$ cat src/rtl/limit_bin_pkg.sv
// limit_bin_pkg: register map, field layouts, reset values and timing for the limit/binning block
// assumes a 125 MHz processing clock and readings as signed 32-bit fixed point in base units
package limit_bin_pkg;
  localparam int unsigned ADDR_W = 4;
  localparam int unsigned DATA_W = 32;
  localparam int unsigned NLINES = 4;

  // register offsets (word addresses, one word each)
  localparam logic [ADDR_W-1:0] OFS_CTRL       = 4'h0;
  localparam logic [ADDR_W-1:0] OFS_FIRST_LOW  = 4'h1;
  localparam logic [ADDR_W-1:0] OFS_FIRST_HIGH = 4'h2;
  localparam logic [ADDR_W-1:0] OFS_SECOND_LOW = 4'h3;
  localparam logic [ADDR_W-1:0] OFS_SECOND_HIGH= 4'h4;
  localparam logic [ADDR_W-1:0] OFS_PATTERNS   = 4'h5;
  localparam logic [ADDR_W-1:0] OFS_MANUAL     = 4'h6;
  localparam logic [ADDR_W-1:0] OFS_STATUS     = 4'h7;
  localparam logic [ADDR_W-1:0] OFS_IRQ_STAT   = 4'h8;
  localparam logic [ADDR_W-1:0] OFS_IRQ_MASK   = 4'h9;

  // control register fields
  localparam int unsigned CTRL_SET1_EN  = 0;
  localparam int unsigned CTRL_SET2_EN  = 1;
  localparam int unsigned CTRL_STROBE_EN= 2;
  localparam int unsigned CTRL_POL_LSB  = 4;   // 4 bits, 1 = active high

  // pattern register: nibbles for low1, high1, low2, high2, pass
  localparam int unsigned PAT_LOW1_LSB  = 0;
  localparam int unsigned PAT_HIGH1_LSB = 4;
  localparam int unsigned PAT_LOW2_LSB  = 8;
  localparam int unsigned PAT_HIGH2_LSB = 12;
  localparam int unsigned PAT_PASS_LSB  = 16;

  // status register fields
  localparam int unsigned ST_RESULT_LSB  = 0;  // 3 bits, result_t
  localparam int unsigned ST_SET1_BAD    = 3;
  localparam int unsigned ST_STATE_LSB   = 4;  // 4 bits, logical line states

  // interrupt events
  localparam int unsigned EV_DONE = 0;
  localparam int unsigned EV_FAIL = 1;
  localparam int unsigned NEV     = 2;

  // reset values; limits are Q16.16, so +1.0 is 0x0001_0000
  localparam logic [DATA_W-1:0] RST_FIRST_LOW = 32'h0001_0000;
  localparam logic [DATA_W-1:0] RST_LIMIT     = 32'h0000_0000;
  localparam logic [19:0]       RST_PATTERNS  = 20'h0_0000;
  localparam logic [3:0]        RST_POLARITY  = 4'hF;

  // strobe pulse: strictly longer than 10 us
  localparam int unsigned CLK_MHZ        = 125;
  localparam int unsigned STROBE_MIN_US  = 10;
  localparam int unsigned STROBE_CYCLES  = STROBE_MIN_US * CLK_MHZ + 1;
  localparam int unsigned STROBE_CNT_W   = 11;

  typedef enum logic [2:0] {
    RES_PASS  = 3'h0,
    RES_LOW1  = 3'h1,
    RES_HIGH1 = 3'h2,
    RES_LOW2  = 3'h3,
    RES_HIGH2 = 3'h4
  } result_t;

  typedef enum logic [2:0] {
    ST_IDLE   = 3'b001,
    ST_PULSE  = 3'b010,
    ST_HOLD   = 3'b100
  } strobe_state_t;
endpackage

$ cat src/rtl/limit_bin_top.sv
// limit_bin_top: limit tests, output patterns, binning strobe and register port
// assumes one reading-valid pulse per new reading, already past scale/offset and percent math
//
// The implementer's own choices: the address-and-strobe port and the placing of the registers.
`timescale 1ns/1ps
// Functional notes
// [RULE1] two independent limit sets, either or both
// [RULE2] limits stored unchecked, valid only if high>low
// [RULE3] reading compared in base units after math
// [RULE4] test order low1 high1 low2 high2
// [RULE5] all-pass drives programmed pass pattern
// [RULE6] each test owns a four-line pattern
// [RULE7] per-set enable gates output control
// [RULE8] first low defaults 1.0, patterns off
// [RULE9] strobe enable turns line four into strobe
// [RULE10] strobe true over 10 us after tests
// [RULE11] handler samples lines 1-3 on rising strobe
// [RULE12] enabling forces strobe false; disabling keeps level
// [RULE13] strobe mode ignores pattern bit four
// [RULE14] enabling control loads pass pattern immediately
// [RULE15] patterns logical; polarity sets physical level
// [RULE16] flag set one invalid when low>=high
// [RULE17] per-line polarity selectable, high or low
// [RULE18] manual state ignored while limits control
// [RULE19] strict compare; pattern held until next reading
module limit_bin_top
  import limit_bin_pkg::*;
(
  input  wire logic                       i_mclk,
  input  wire logic                       i_rst,
  input  wire logic [limit_bin_pkg::ADDR_W-1:0] i_addr,
  input  wire logic [limit_bin_pkg::DATA_W-1:0] i_wdata,
  input  wire logic                       i_wr,
  input  wire logic                       i_rd,
  input  wire logic [limit_bin_pkg::DATA_W-1:0] i_reading,
  input  wire logic                       i_reading_valid,
  output      logic [limit_bin_pkg::DATA_W-1:0] o_rdata,
  output      logic [limit_bin_pkg::NLINES-1:0] o_output_lines,
  output      logic                       o_set1_invalid,
  output      logic                       o_irq
);
  import limit_bin_pkg::*;

  logic [DATA_W-1:0]  first_low;
  logic [DATA_W-1:0]  first_high;
  logic [DATA_W-1:0]  second_low;
  logic [DATA_W-1:0]  second_high;
  logic               set1_en;
  logic               set2_en;
  logic               strobe_en;
  logic [NLINES-1:0]  polarity;
  logic [19:0]        patterns;
  logic [NLINES-1:0]  manual_state;
  logic [NLINES-1:0]  line_state;     // logical on/off of each line
  logic               strobe;
  logic [NEV-1:0]     irq_stat;
  logic [NEV-1:0]     irq_mask;
  result_t            last_result;
  strobe_state_t      sstate;
  logic [STROBE_CNT_W-1:0] scount;
  logic               tested;         // comparison done, strobe may start

  function automatic logic [NLINES-1:0] pick(input logic [19:0] p, input int unsigned lsb);
    pick = p[lsb +: NLINES];
  endfunction

  // register decode
  wire logic wr_ctrl   = i_wr && (i_addr == OFS_CTRL);
  wire logic wr_flow   = i_wr && (i_addr == OFS_FIRST_LOW);
  wire logic wr_fhigh  = i_wr && (i_addr == OFS_FIRST_HIGH);
  wire logic wr_slow   = i_wr && (i_addr == OFS_SECOND_LOW);
  wire logic wr_shigh  = i_wr && (i_addr == OFS_SECOND_HIGH);
  wire logic wr_pat    = i_wr && (i_addr == OFS_PATTERNS);
  wire logic wr_manual = i_wr && (i_addr == OFS_MANUAL);
  wire logic wr_istat  = i_wr && (i_addr == OFS_IRQ_STAT);
  wire logic wr_imask  = i_wr && (i_addr == OFS_IRQ_MASK);

  wire logic new_set1   = wr_ctrl ? i_wdata[CTRL_SET1_EN]   : set1_en;
  wire logic new_set2   = wr_ctrl ? i_wdata[CTRL_SET2_EN]   : set2_en;
  wire logic new_strobe = wr_ctrl ? i_wdata[CTRL_STROBE_EN] : strobe_en;

  wire logic limits_ctl  = set1_en || set2_en;                            // [RULE7]
  wire logic ctl_rise    = wr_ctrl && !limits_ctl && (new_set1 || new_set2); // [RULE14]
  wire logic strobe_rise = wr_ctrl && !strobe_en && new_strobe;            // [RULE12]
  wire logic strobe_fall = wr_ctrl && strobe_en && !new_strobe;            // [RULE12]

  result_t cmp_result;

  limit_compare u_compare (
    .i_reading     (i_reading),        // [RULE3]
    .i_first_low   (first_low),
    .i_first_high  (first_high),
    .i_second_low  (second_low),
    .i_second_high (second_high),
    .i_set1_en     (set1_en),          // [RULE1]
    .i_set2_en     (set2_en),
    .o_result      (cmp_result)
  );

  // pattern selected by the first failing test
  wire logic [NLINES-1:0] fail_pat =
      (cmp_result == RES_LOW1)  ? pick(patterns, PAT_LOW1_LSB)  :          // [RULE6]
      (cmp_result == RES_HIGH1) ? pick(patterns, PAT_HIGH1_LSB) :
      (cmp_result == RES_LOW2)  ? pick(patterns, PAT_LOW2_LSB)  :
      (cmp_result == RES_HIGH2) ? pick(patterns, PAT_HIGH2_LSB) :
                                  pick(patterns, PAT_PASS_LSB);           // [RULE5]

  // line four keeps its level when the strobe owns it
  wire logic [NLINES-1:0] eval_state =
      strobe_en ? {line_state[NLINES-1], fail_pat[NLINES-2:0]} : fail_pat; // [RULE13]

  wire logic [NLINES-1:0] pass_pat = pick(patterns, PAT_PASS_LSB);

  logic [NLINES-1:0] next_line_state;
  always_comb begin
    next_line_state = line_state;
    if (ctl_rise) begin
      next_line_state = pass_pat;                                         // [RULE14]
    end else if (limits_ctl && i_reading_valid) begin
      next_line_state = eval_state;                                       // [RULE19]
    end else if (!limits_ctl && wr_manual) begin
      next_line_state = i_wdata[NLINES-1:0];                              // [RULE18]
    end
    // disabling binning leaves line four where the strobe left it, not at the pattern bit
    if (strobe_fall && !ctl_rise) begin
      next_line_state[NLINES-1] = strobe;                                 // [RULE12]
    end
  end

  // strobe owns line four while enabled; the last strobe level persists after disable
  wire logic [NLINES-1:0] logic_lines =
      strobe_en ? {strobe, line_state[NLINES-2:0]} : line_state;          // [RULE9]

  wire logic set1_bad = ($signed(first_low) >= $signed(first_high));      // [RULE16]

  // strobe sequencer: wait for the compare to settle, then pulse
  logic next_strobe;
  strobe_state_t next_sstate;
  always_comb begin
    next_strobe = strobe;
    next_sstate = sstate;
    case (sstate)
      ST_IDLE: begin
        if (strobe_en && limits_ctl && tested) begin
          next_strobe = 1'b1;                                             // [RULE10]
          next_sstate = ST_PULSE;
        end
      end
      ST_PULSE: begin
        if (scount == STROBE_CNT_W'(STROBE_CYCLES - 1)) begin
          next_strobe = 1'b0;
          next_sstate = ST_IDLE;
        end
      end
      ST_HOLD: begin
        next_sstate = ST_IDLE;
      end
      default: begin
        next_sstate = ST_IDLE;
      end
    endcase
    if (strobe_rise || ctl_rise) begin
      next_strobe = 1'b0;                                                 // [RULE12] [RULE14]
      next_sstate = ST_IDLE;
    end else if (wr_ctrl && !new_strobe) begin
      next_sstate = ST_IDLE;                                              // [RULE12]
    end
  end

  wire logic [NEV-1:0] events = {
    limits_ctl && i_reading_valid && (cmp_result != RES_PASS),
    limits_ctl && i_reading_valid
  };
  wire logic [NEV-1:0] next_irq_stat =
      (irq_stat & ~(wr_istat ? i_wdata[NEV-1:0] : {NEV{1'b0}})) | events;

  wire logic [NLINES-1:0] poll_state = limits_ctl ? manual_state : line_state; // [RULE18]

  wire logic [DATA_W-1:0] next_rdata =
      (i_addr == OFS_CTRL)        ? {24'h00_0000, polarity, 1'b0, strobe_en, set2_en, set1_en} :
      (i_addr == OFS_FIRST_LOW)   ? first_low   :
      (i_addr == OFS_FIRST_HIGH)  ? first_high  :
      (i_addr == OFS_SECOND_LOW)  ? second_low  :
      (i_addr == OFS_SECOND_HIGH) ? second_high :
      (i_addr == OFS_PATTERNS)    ? {12'h000, patterns} :
      (i_addr == OFS_MANUAL)      ? {28'h000_0000, poll_state} :
      (i_addr == OFS_STATUS)      ? {24'h00_0000, line_state, set1_bad, last_result} :
      (i_addr == OFS_IRQ_STAT)    ? {30'h0000_0000, irq_stat} :
      (i_addr == OFS_IRQ_MASK)    ? {30'h0000_0000, irq_mask} : 32'h0000_0000;

  always_ff @(posedge i_mclk) begin
    if (i_rst) begin
      first_low   <= RST_FIRST_LOW;                                       // [RULE8]
      first_high  <= RST_LIMIT;
      second_low  <= RST_LIMIT;
      second_high <= RST_LIMIT;
      patterns    <= RST_PATTERNS;                                        // [RULE8]
      set1_en     <= 1'b0;
      set2_en     <= 1'b0;
      strobe_en   <= 1'b0;
      polarity    <= RST_POLARITY;
      irq_mask    <= {NEV{1'b0}};
    end else begin
      if (wr_flow)  first_low   <= i_wdata;                               // [RULE2]
      if (wr_fhigh) first_high  <= i_wdata;
      if (wr_slow)  second_low  <= i_wdata;
      if (wr_shigh) second_high <= i_wdata;
      if (wr_pat)   patterns    <= i_wdata[19:0];
      if (wr_ctrl) begin
        set1_en   <= new_set1;
        set2_en   <= new_set2;
        strobe_en <= new_strobe;
        polarity  <= i_wdata[CTRL_POL_LSB +: NLINES];                     // [RULE17]
      end
      if (wr_imask) irq_mask <= i_wdata[NEV-1:0];
    end
  end

  always_ff @(posedge i_mclk) begin
    if (i_rst) begin
      line_state   <= {NLINES{1'b0}};
      manual_state <= {NLINES{1'b0}};
      last_result  <= RES_PASS;
      tested       <= 1'b0;
      irq_stat     <= {NEV{1'b0}};
    end else begin
      line_state <= next_line_state;
      if (wr_manual) manual_state <= i_wdata[NLINES-1:0];
      if (limits_ctl && i_reading_valid) last_result <= cmp_result;
      // a new reading while a pulse is still out is tested but gets no extra pulse
      tested   <= limits_ctl && i_reading_valid && (sstate == ST_IDLE);
      irq_stat <= next_irq_stat;                                          // set wins over clear
    end
  end

  always_ff @(posedge i_mclk) begin
    if (i_rst) begin
      strobe <= 1'b0;
      sstate <= ST_IDLE;
      scount <= {STROBE_CNT_W{1'b0}};
    end else begin
      strobe <= next_strobe;
      sstate <= next_sstate;
      scount <= (sstate == ST_PULSE) ? scount + 1'b1 : {STROBE_CNT_W{1'b0}};
    end
  end

  always_ff @(posedge i_mclk) begin
    if (i_rst) begin
      o_rdata        <= {DATA_W{1'b0}};
      o_output_lines <= ~RST_POLARITY;
      o_set1_invalid <= 1'b0;
      o_irq          <= 1'b0;
    end else begin
      o_rdata        <= i_rd ? next_rdata : {DATA_W{1'b0}};
      o_output_lines <= ~(logic_lines ^ polarity);                        // [RULE15] [RULE17]
      o_set1_invalid <= set1_bad;                                         // [RULE16]
      o_irq          <= |(irq_stat & irq_mask);
    end
  end
endmodule // limit_bin_top

$ cat src/rtl/limit_compare.sv
// limit_compare: four ordered limit tests on one reading, first failure wins
// assumes the reading is already scaled to base units and is signed
`timescale 1ns/1ps
module limit_compare
  import limit_bin_pkg::*;
(
  input  wire logic signed [DATA_W-1:0] i_reading,
  input  wire logic signed [DATA_W-1:0] i_first_low,
  input  wire logic signed [DATA_W-1:0] i_first_high,
  input  wire logic signed [DATA_W-1:0] i_second_low,
  input  wire logic signed [DATA_W-1:0] i_second_high,
  input  wire logic                     i_set1_en,
  input  wire logic                     i_set2_en,
  output      limit_bin_pkg::result_t   o_result
);
  wire logic fail_low1  = i_set1_en && (i_reading < i_first_low);   // [RULE19]
  wire logic fail_high1 = i_set1_en && (i_reading > i_first_high);  // [RULE19]
  wire logic fail_low2  = i_set2_en && (i_reading < i_second_low);  // [RULE19]
  wire logic fail_high2 = i_set2_en && (i_reading > i_second_high); // [RULE19]

  // fixed priority chain; no ordering check of low against high is made
  assign o_result = fail_low1  ? RES_LOW1  :                        // [RULE4] [RULE2]
                    fail_high1 ? RES_HIGH1 :
                    fail_low2  ? RES_LOW2  :
                    fail_high2 ? RES_HIGH2 : RES_PASS;              // [RULE5]
endmodule // limit_compare

$ cat config.mk
export PLATFORM = sky130hd
export DESIGN_NAME = limit_bin_top
export DESIGN_NICKNAME = d
export VERILOG_FILES = /design/src/rtl/limit_bin_pkg.sv /design/src/rtl/limit_bin_top.sv /design/src/rtl/limit_compare.sv
export SDC_FILE = /design/constraint.sdc
export NUM_CORES = 1
export LEC_CHECK = 0
export ABC_AREA = 1
export ABC_CLOCK_PERIOD_IN_PS = 2250
export BUFFER_PORTS_ARGS = -buffer_cell sky130_fd_sc_hd__buf_2
export CAP_MARGIN = 15
export CORE_MARGIN = 1.5
export CORE_UTILIZATION = 56
export CTS_BUF_LIST = sky130_fd_sc_hd__clkbuf_8
export DETAILED_ROUTE_END_ITERATION = 10
export PLACE_DENSITY = 0.83
export SYNTH_ARGS = -nofsm -noshare
export SYNTH_HDL_FRONTEND = slang
export SYNTH_SLANG_ARGS = --single-unit
$ cat constraint.sdc
create_clock -name i_mclk -period 2.25 [get_ports i_mclk]
set_input_delay 0.225 -clock i_mclk [delete_from_list [all_inputs] [get_ports i_mclk]]
set_output_delay 0.225 -clock i_mclk [all_outputs]
set_load 0.02 [all_outputs]
==> out/metrics.cfg, run 1 <==
[placed_design]
place_inst = 2190
post_dp_cell_area_mm2 = 0.0145
gp_congestion = 0.931
numPortBuffers = 110
dp_hpwl_um = 28600

[floorplan]
die_x_um = 154
initial_core_util_pct = 57.6
top_level_ports = 111
die-area_mm2 = 0.0236
core_area_mm2 = 0.0220
rows = 54
dieHeight_um = 154

[synth]
synth_xor_xnor_area_share_pct = 0.0690
synthTopCellsByArea = dfxtp_1 (35%), ha_1 (16%), a21oi_1 (11%)
yosys.area.top_type = dfxtp_1
synth_mux_area_share_pct = 0.0789
synth_cell_types = 53
synthTopCellsByCount = a21oi_1 (275), nand2_1 (256), inv_1 (226)
synth_top_family_by_area = compound AO/OA/AOI/OAI gates
synth_most_common_cell = a21oi_1
synth-async-reset-ratio_pct = 0
syn_nets = 1943
synth_top_area_share_pct = 35.2
synth_edf_count = 0
ys_ff_latch = 223
synth_adder_area_share_pct = 15.8
synth_flop_cell = dfxtp_1
ys_seq_area_share_pct = 35.2
synth_compound_area_share_pct = 24.6
syn_inst = 1710
syn_area_mm2 = 0.0127
synth_area_per_cell_um2 = 7.42
ys_warn_count = 0
yosys.area_share.simple_pct = 15.2

[run_status]
run_status = finished with violations
violations = setup timing

[critical_path]
cp-end-kind = register
crit_type = register to register
path_max_fanout = 2
start_kind = register
worst-endpoint-arrival_ns = 3.00
critPathTopFamily = simple AND/OR/NAND/NOR gates
cp.required_ns = 2.66
cp.buffers_inverters = 4
cpMaxStageDelayCell = dfxtp_2
crit_top_cell = buf_4
crit_chain = inv_2 > buf_4 > buf_6 > ha_4 > nand2_4 > nor2_4 > nand4_1 > nor4_2 > buf_4 > o21ai_2 > nand3b_1 > nand3_2 > nand2_1 > nand3_1 > o22ai_1 > a31oi_1
slowest_delay_ns = 0.34

[sta]
max_slew_margin_pct = 52.3
hold_slack_ns = 0.0276
finClkSkew_ns = 0.0349
setup_violations = 9
layout_setup_ws_ns = -0.339
tightest_slew_ns = 0.713
drv_slew = 0
finalHoldViolations = 0
period_share_pct = 115
rsz0062_at_grt = yes
fmax_ghz = 0.386
setup_tns_ns = -1.82
final.min_clock_period_ns = 2.59

[clocking]
clkLatencyLatePin_ns = 0.56
clockBufferDepth = 3
clk_pin_slew_ns = 0.07
h-tree-depth = 2
root_buffer = clkbuf_8
cts_inserted_buffers = 39
cts_sinks = 223
tritoncts = built

[cells_and_area]
postLayoutCoreUtil_pct = 74.6
finalNonFillerCells = 2286
drive_gt1_share_pct = 27.1
fin_area_mm2 = 0.0164
area_growth_pct = 29.4
final_nets = 2209

[pwr]
leakagePower_nw = 6.85
ir_worst_vdd_v = 0.000418
power.density_mw_per_mm2 = 591

[grt]
antenna_found_initial = 1
grt_pass1_wl_um = 63200
first_global_vias = 12700
grt_usage_pct = 33.3
grt-ovfl-total = 0
grt_max_degree = 161

[route]
detail_route.wirelength_um = 43200
wl_per_cell_um = 18.9
route.detailed.drc = 0
viasPerCell = 5.97
drt_iter0_drc = 1467
firstDrtPassIters = 7
postRouteAntennaNets = 0
vias = 13700

[flow_run]
drv_cap = 0

[worst_hold_path]
hp-class = input port to register

layout make-up:
class / count / area (um2)
clock inverters: 17 / 123
multi-input cells: 1180 / 7830
well taps: 280 / 350
inverters: 239 / 901
clock buffers: 53 / 729
diodes: 1 / 2.50
flip-flops and latches: 223 / 4500
fillers: 1522 / 5600
repair buffers: 293 / 1990
per-stage QoR:
step / setup slack [ns] / power, W
6_report: -0.339 / 0.00971
4_1_cts: -0.289 / 0.00946
2_1_floorplan: 0.0869 / 0.00485
5_1_grt: -0.454 / 0.00999
3_3_place_gp: -0.270 / 0.00535
3_5_place_dp: -0.273 / 0.00540
power breakdown:
part           leakage [nW]  switching (W)  internal [W]  total (W)
Combinational          4.55       0.000916      0.000594    0.00151
Sequential             1.82      0.0000469       0.00403    0.00408
Clock                 0.482        0.00180       0.00233    0.00413
repair_timing:
item | in CTS | in global routing
resized for setup | 27 | 156
hold buffers | 10 | 0
endpoints found under the hold margin | 18 | 0
setup endpoints to repair | 9 | 10
pin swaps | 17 | 61
setup buffers | 3 | 13
cells in the final DEF (no fill, tap or decap), types with 10 or more instances in the layout:
cell type,n
nor2_2,16
o22ai_1,15
a31oi_1,16
dfxtp_2,28
a21oi_2,26
a21oi_1,252
ha_1,126
nand2_2,23
o21ai_1,10
nand3_1,23
o21ai_0,213
dfxtp_1,195
clkbuf_8,53
a41oi_1,12
inv_2,29
buf_4,165
nand4_1,18
nor2_1,72
inv_1,215
nand2_1,231
dlygate4sd3_1,10
ha_4,34
buf_2,110
flip-flops by register name (all words and copies together), names as in the netlist, 3 cells and up:
register	count
first_high	32
first_low	32
o_rdata	32
second_high	32
second_low	32
patterns	20
scount	11
line_state	4
manual_state	4
o_output_lines	4
polarity	4
last_result	3
final timing paths:
| check | from | to | slack (ns) | depth (start not counted) |
|---|---|---|---|---|
| worst max-delay path | first_high[31]$_SDFFE_PP0P_ | o_rdata[3]$_SDFF_PP0_ | -0.34 | 16 |
| worst min-delay path | i_wdata[21] | second_low[21]$_SDFFE_PP0P_ | 0.03 | 3 |
| worst max register to register | first_high[31]$_SDFFE_PP0P_ | o_rdata[3]$_SDFF_PP0_ | -0.34 | 16 |
| worst min register to register | irq_mask[0]$_SDFFE_PP0P_ | o_irq$_SDFF_PP0_ | 0.46 | 2 |
kinds of logic (layout without fill, tap and decap cells):
logic type / Yosys count / count (layout)
flip-flops: 223 / 223
AND/OR/NAND/NOR: 437 / 437
buffers and inverters: 307 / 602
other: 0 / 1
adder cells (fa/ha/maj): 160 / 160
AO/OA/AOI/OAI: 581 / 581
XOR/XNOR: 1 / 1
multiplexers: 1 / 1
metal layers:
metal / global-route usage, % / wire length (um) / vias up
li1: - / - / 6372
met1: 42.1 / 16500 / 6247
met2: 55.0 / 20000 / 826
met3: 6.57 / 4600 / 209
met4: 15.3 / 2150 / 0
met5: 0 / 0 / -
worst reg2reg max path, delay by kind of cell (launching register included):
kind	cells	cell delay, ns
simple gates	8	1.06
buf+inv	4	0.45
flops	1	0.34
compound gates	3	0.31
fa+ha+maj	1	0.28
Note: power is estimated with default switching activity, not from simulation.
==> run 2: changes to the inputs <==
--- a/config.mk
+++ b/config.mk
@@ -14,6 +14,7 @@
 export CTS_BUF_LIST = sky130_fd_sc_hd__clkbuf_8
 export DETAILED_ROUTE_END_ITERATION = 10
 export PLACE_DENSITY = 0.83
+export SETUP_SLACK_MARGIN = 0.1
 export SYNTH_ARGS = -nofsm -noshare
 export SYNTH_HDL_FRONTEND = slang
 export SYNTH_SLANG_ARGS = --single-unit
==> out/metrics.cfg, run 2 (synthesis gave the netlist of run 1 again) <==
[run_status]
run_status = finished with violations  ; unchanged
violations = setup timing  ; unchanged

[cells_and_area]
postLayoutCoreUtil_pct = 75.2  ; was 74.6%
fin_area_mm2 = 0.0166  ; was 0.0164 mm2
diodes = 0  ; was 1
area_growth_pct = 30.4  ; was 29.4%
finalNonFillerCells = 2304  ; was 2286
final_cell_mix = a21oi_1 (256), nand2_1 (231), o21ai_0 (215)  ; was a21oi_1 (252), nand2_1 (231), inv_1 (215)
final_common_cell = a21oi_1  ; unchanged
drive_gt1_share_pct = 28.2  ; was 27.1%
final_nets = 2227  ; was 2209

[critical_path]
reg2reg_to = line_state[1]$_SDFFE_PP0P_  ; was o_rdata[3]$_SDFF_PP0_
slowest_delay_ns = 0.31  ; was 0.34 ns
start_kind = register  ; unchanged
path_max_fanout = 3  ; was 2
worst-endpoint-arrival_ns = 3.22  ; was 3.00 ns
cp.required_ns = 2.75  ; was 2.66 ns
cp.buffers_inverters = 2  ; was 4
crit_chain = inv_1 > ha_1 > a21oi_1 > o21ai_0 > a21oi_1 > nand2_1 > nand2_1 > nand2_2 > nand2_1 > nand2_2 > nor2_4 > nand3_4 > nor2_4 > buf_6 > nand2_4 > nand3_2 > nand2_1 > nand3_1 > nand2_1 > a21oi_2  ; was inv_2 > buf_4 > buf_6 > ha_4 > nand2_4 > nor2_4 > nand4_1 > nor4_2 > buf_4 > o21ai_2 > nand3b_1 > nand3_2 > nand2_1 > nand3_1 > o22ai_1 > a31oi_1
crit_type = register to register  ; unchanged
crit_top_cell = nand2_1  ; was buf_4
cpMaxStageDelayCell = ha_1  ; was dfxtp_2
r2r_start = second_high[13]$_SDFFE_PP0P_  ; was first_high[31]$_SDFFE_PP0P_
r2r_cells = 20  ; was 16
critPathTopFamily = simple AND/OR/NAND/NOR gates  ; unchanged
r2r_slack_ns = -0.47  ; was -0.34 ns
cp-end-kind = register  ; unchanged

[clocking]
root_buffer = clkbuf_8  ; unchanged
tritoncts = built  ; unchanged
clkLatencyLatePin_ns = 0.56  ; about the same
cts_sinks = 223  ; unchanged
cts_inserted_buffers = 40  ; was 39
h-tree-depth = 2  ; unchanged
clk_pin_slew_ns = 0.06  ; was 0.07 ns
clockBufferDepth = 3  ; unchanged

[sta]
finClkSkew_ns = 0.0177  ; was 0.0349 ns
period_share_pct = 121  ; was 115%
rsz0062_at_grt = yes  ; unchanged
layout_setup_ws_ns = -0.469  ; was -0.339 ns
max_slew_margin_pct = 51.0  ; was 52.3%
drv_slew = 0  ; unchanged
tightest_slew_ns = 0.716  ; was 0.713 ns
finalHoldViolations = 0  ; unchanged
final.min_clock_period_ns = 2.72  ; was 2.59 ns
setup_violations = 9  ; unchanged
fmax_ghz = 0.368  ; was 0.386 GHz

[route]
vias = 13900  ; was 13700
wl_per_cell_um = 19.7  ; was 18.9 um
postRouteAntennaNets = 0  ; unchanged
route.detailed.drc = 0  ; unchanged
drt_iter0_drc = 1544  ; was 1467
detail_route.wirelength_um = 45500  ; was 43200 um
viasPerCell = 6.01  ; was 5.97
firstDrtPassIters = 6  ; was 7

[grt]
grt-ovfl-total = 0  ; unchanged
grt_usage_pct = 36.3  ; was 33.3%
grt_max_degree = 104  ; was 161
first_global_vias = 13500  ; was 12700
grt_pass1_wl_um = 68500  ; was 63200 um
antenna_found_initial = 1  ; unchanged

[worst_hold_path]
hp-class = input port to register  ; unchanged
hold_path_end = second_high[21]$_SDFFE_PP0P_  ; was second_low[21]$_SDFFE_PP0P_
hold_depth = 3  ; unchanged
worstHoldStart = i_wdata[21]  ; unchanged

[pwr]
ir_worst_vdd_v = 0.000517  ; was 0.000418 V
power_w = 0.00958  ; was 0.00971 W
power.density_mw_per_mm2 = 578  ; was 591 mW/mm2
seq_power_share_pct = 42.6  ; was 42.0%
internal-power_w = 0.00681  ; was 0.00695 W
leakagePower_nw = 6.95  ; was 6.85 nW
switchingPower_w = 0.00277  ; was 0.00276 W
p_comb_share_pct = 16.1  ; was 15.5%
p_clk_share_pct = 41.3  ; was 42.5%
swShare_pct = 28.9  ; was 28.4%

[floorplan]
rows = 54  ; unchanged
initial_core_util_pct = 57.6  ; unchanged
top_level_ports = 111  ; unchanged
core_area_mm2 = 0.0220  ; unchanged
dieHeight_um = 154  ; unchanged
die-area_mm2 = 0.0236  ; unchanged
die_x_um = 154  ; unchanged

[placed_design]
numPortBuffers = 110  ; unchanged
post_dp_cell_area_mm2 = 0.0147  ; was 0.0145 mm2
gp_congestion = 0.978  ; was 0.931
dp_hpwl_um = 29800  ; was 28600 um
place_inst = 2205  ; was 2190

[flow_run]
drv_cap = 0  ; unchanged

[run 2: changes by cell type in the layout (fill, tap and decap cells not counted), sizes merged]
cell         before  now
buf             283  305
dlygate4sd3      10    5
clkinvlp          0    3
bufinv            2    0
clkbuf           53   55
diode             1    0
inv             245  244
[run 2: worst min-delay path, stage by stage]
cell	delay [ns]
buf_2	0.11
o21ai_0	0.08
a21oi_1	0.10
[run 2: power groups by stage]
stage | registers (W) | logic, W | clock network [W]
global route | 0.00408 | 0.00165 | 0.00415
finish | 0.00408 | 0.00154 | 0.00396
global placement | 0.00416 | 0.00121 | 0
detailed placement | 0.00416 | 0.00126 | 0
floorplan | 0.00416 | 0.000686 | 0
CTS | 0.00408 | 0.00139 | 0.00396
[run 2: how the worst max path moves through the flow]
stage / start / to / slack [ns] / cells past startpoint
CTS: first_high[31]$_SDFFE_PP0P_ / line_state[3]$_SDFFE_PP0P_ / -0.24 / 20
floorplan: first_low[25]$_SDFFE_PP0P_ / line_state[3]$_SDFFE_PP0P_ / 0.12 / 18
global route: second_high[11]$_SDFFE_PP0P_ / line_state[2]$_SDFFE_PP0P_ / -0.64 / 19
detailed placement: i_reading[31] / line_state[3]$_SDFFE_PP0P_ / -0.40 / 20
finish: second_high[13]$_SDFFE_PP0P_ / line_state[1]$_SDFFE_PP0P_ / -0.47 / 20
global placement: i_reading[31] / line_state[2]$_SDFFE_PP0P_ / -0.37 / 20
[run 2: metrics by stage]
stage          TNS (ns)  worst slack [ns]  hold WS [ns]
3_5_place_dp      -2.11            -0.404         0.445
4_1_cts           -1.12            -0.243       0.00148
5_1_grt           -4.19            -0.645        0.0149
2_1_floorplan         0             0.115         0.351
6_report          -3.07            -0.469       0.00643
3_3_place_gp      -1.76            -0.367         0.444
[run 2: timing repair]
action | in CTS | in global routing
resized for setup | 131 | 61
endpoints found under the setup margin | 10 | 10
setup buffers | 15 | 11
pin swaps | 40 | 24
hold endpoints to repair | 7 | 0
hold buffers | 5 | 0
[run 2: layout make-up]
class | instances | area, um2
Multi-Input combinational cell | 1180 | 7820
Fill cell | 1519 | 5470
Sequential cell | 223 | 4510
Timing Repair Buffer | 310 | 2140
Inverter | 239 | 906
Clock buffer | 55 | 757
Tap cell | 280 | 350
Clock inverter | 17 | 81.3
[run 2: per-layer routing]
metal	up-vias	wire length, um	GRT usage [%]
met5	-	0	0
met4	0	2720	19.4
met3	253	5030	7.78
met2	944	20500	59.9
met1	6245	17200	44.4
li1	6411	-	-
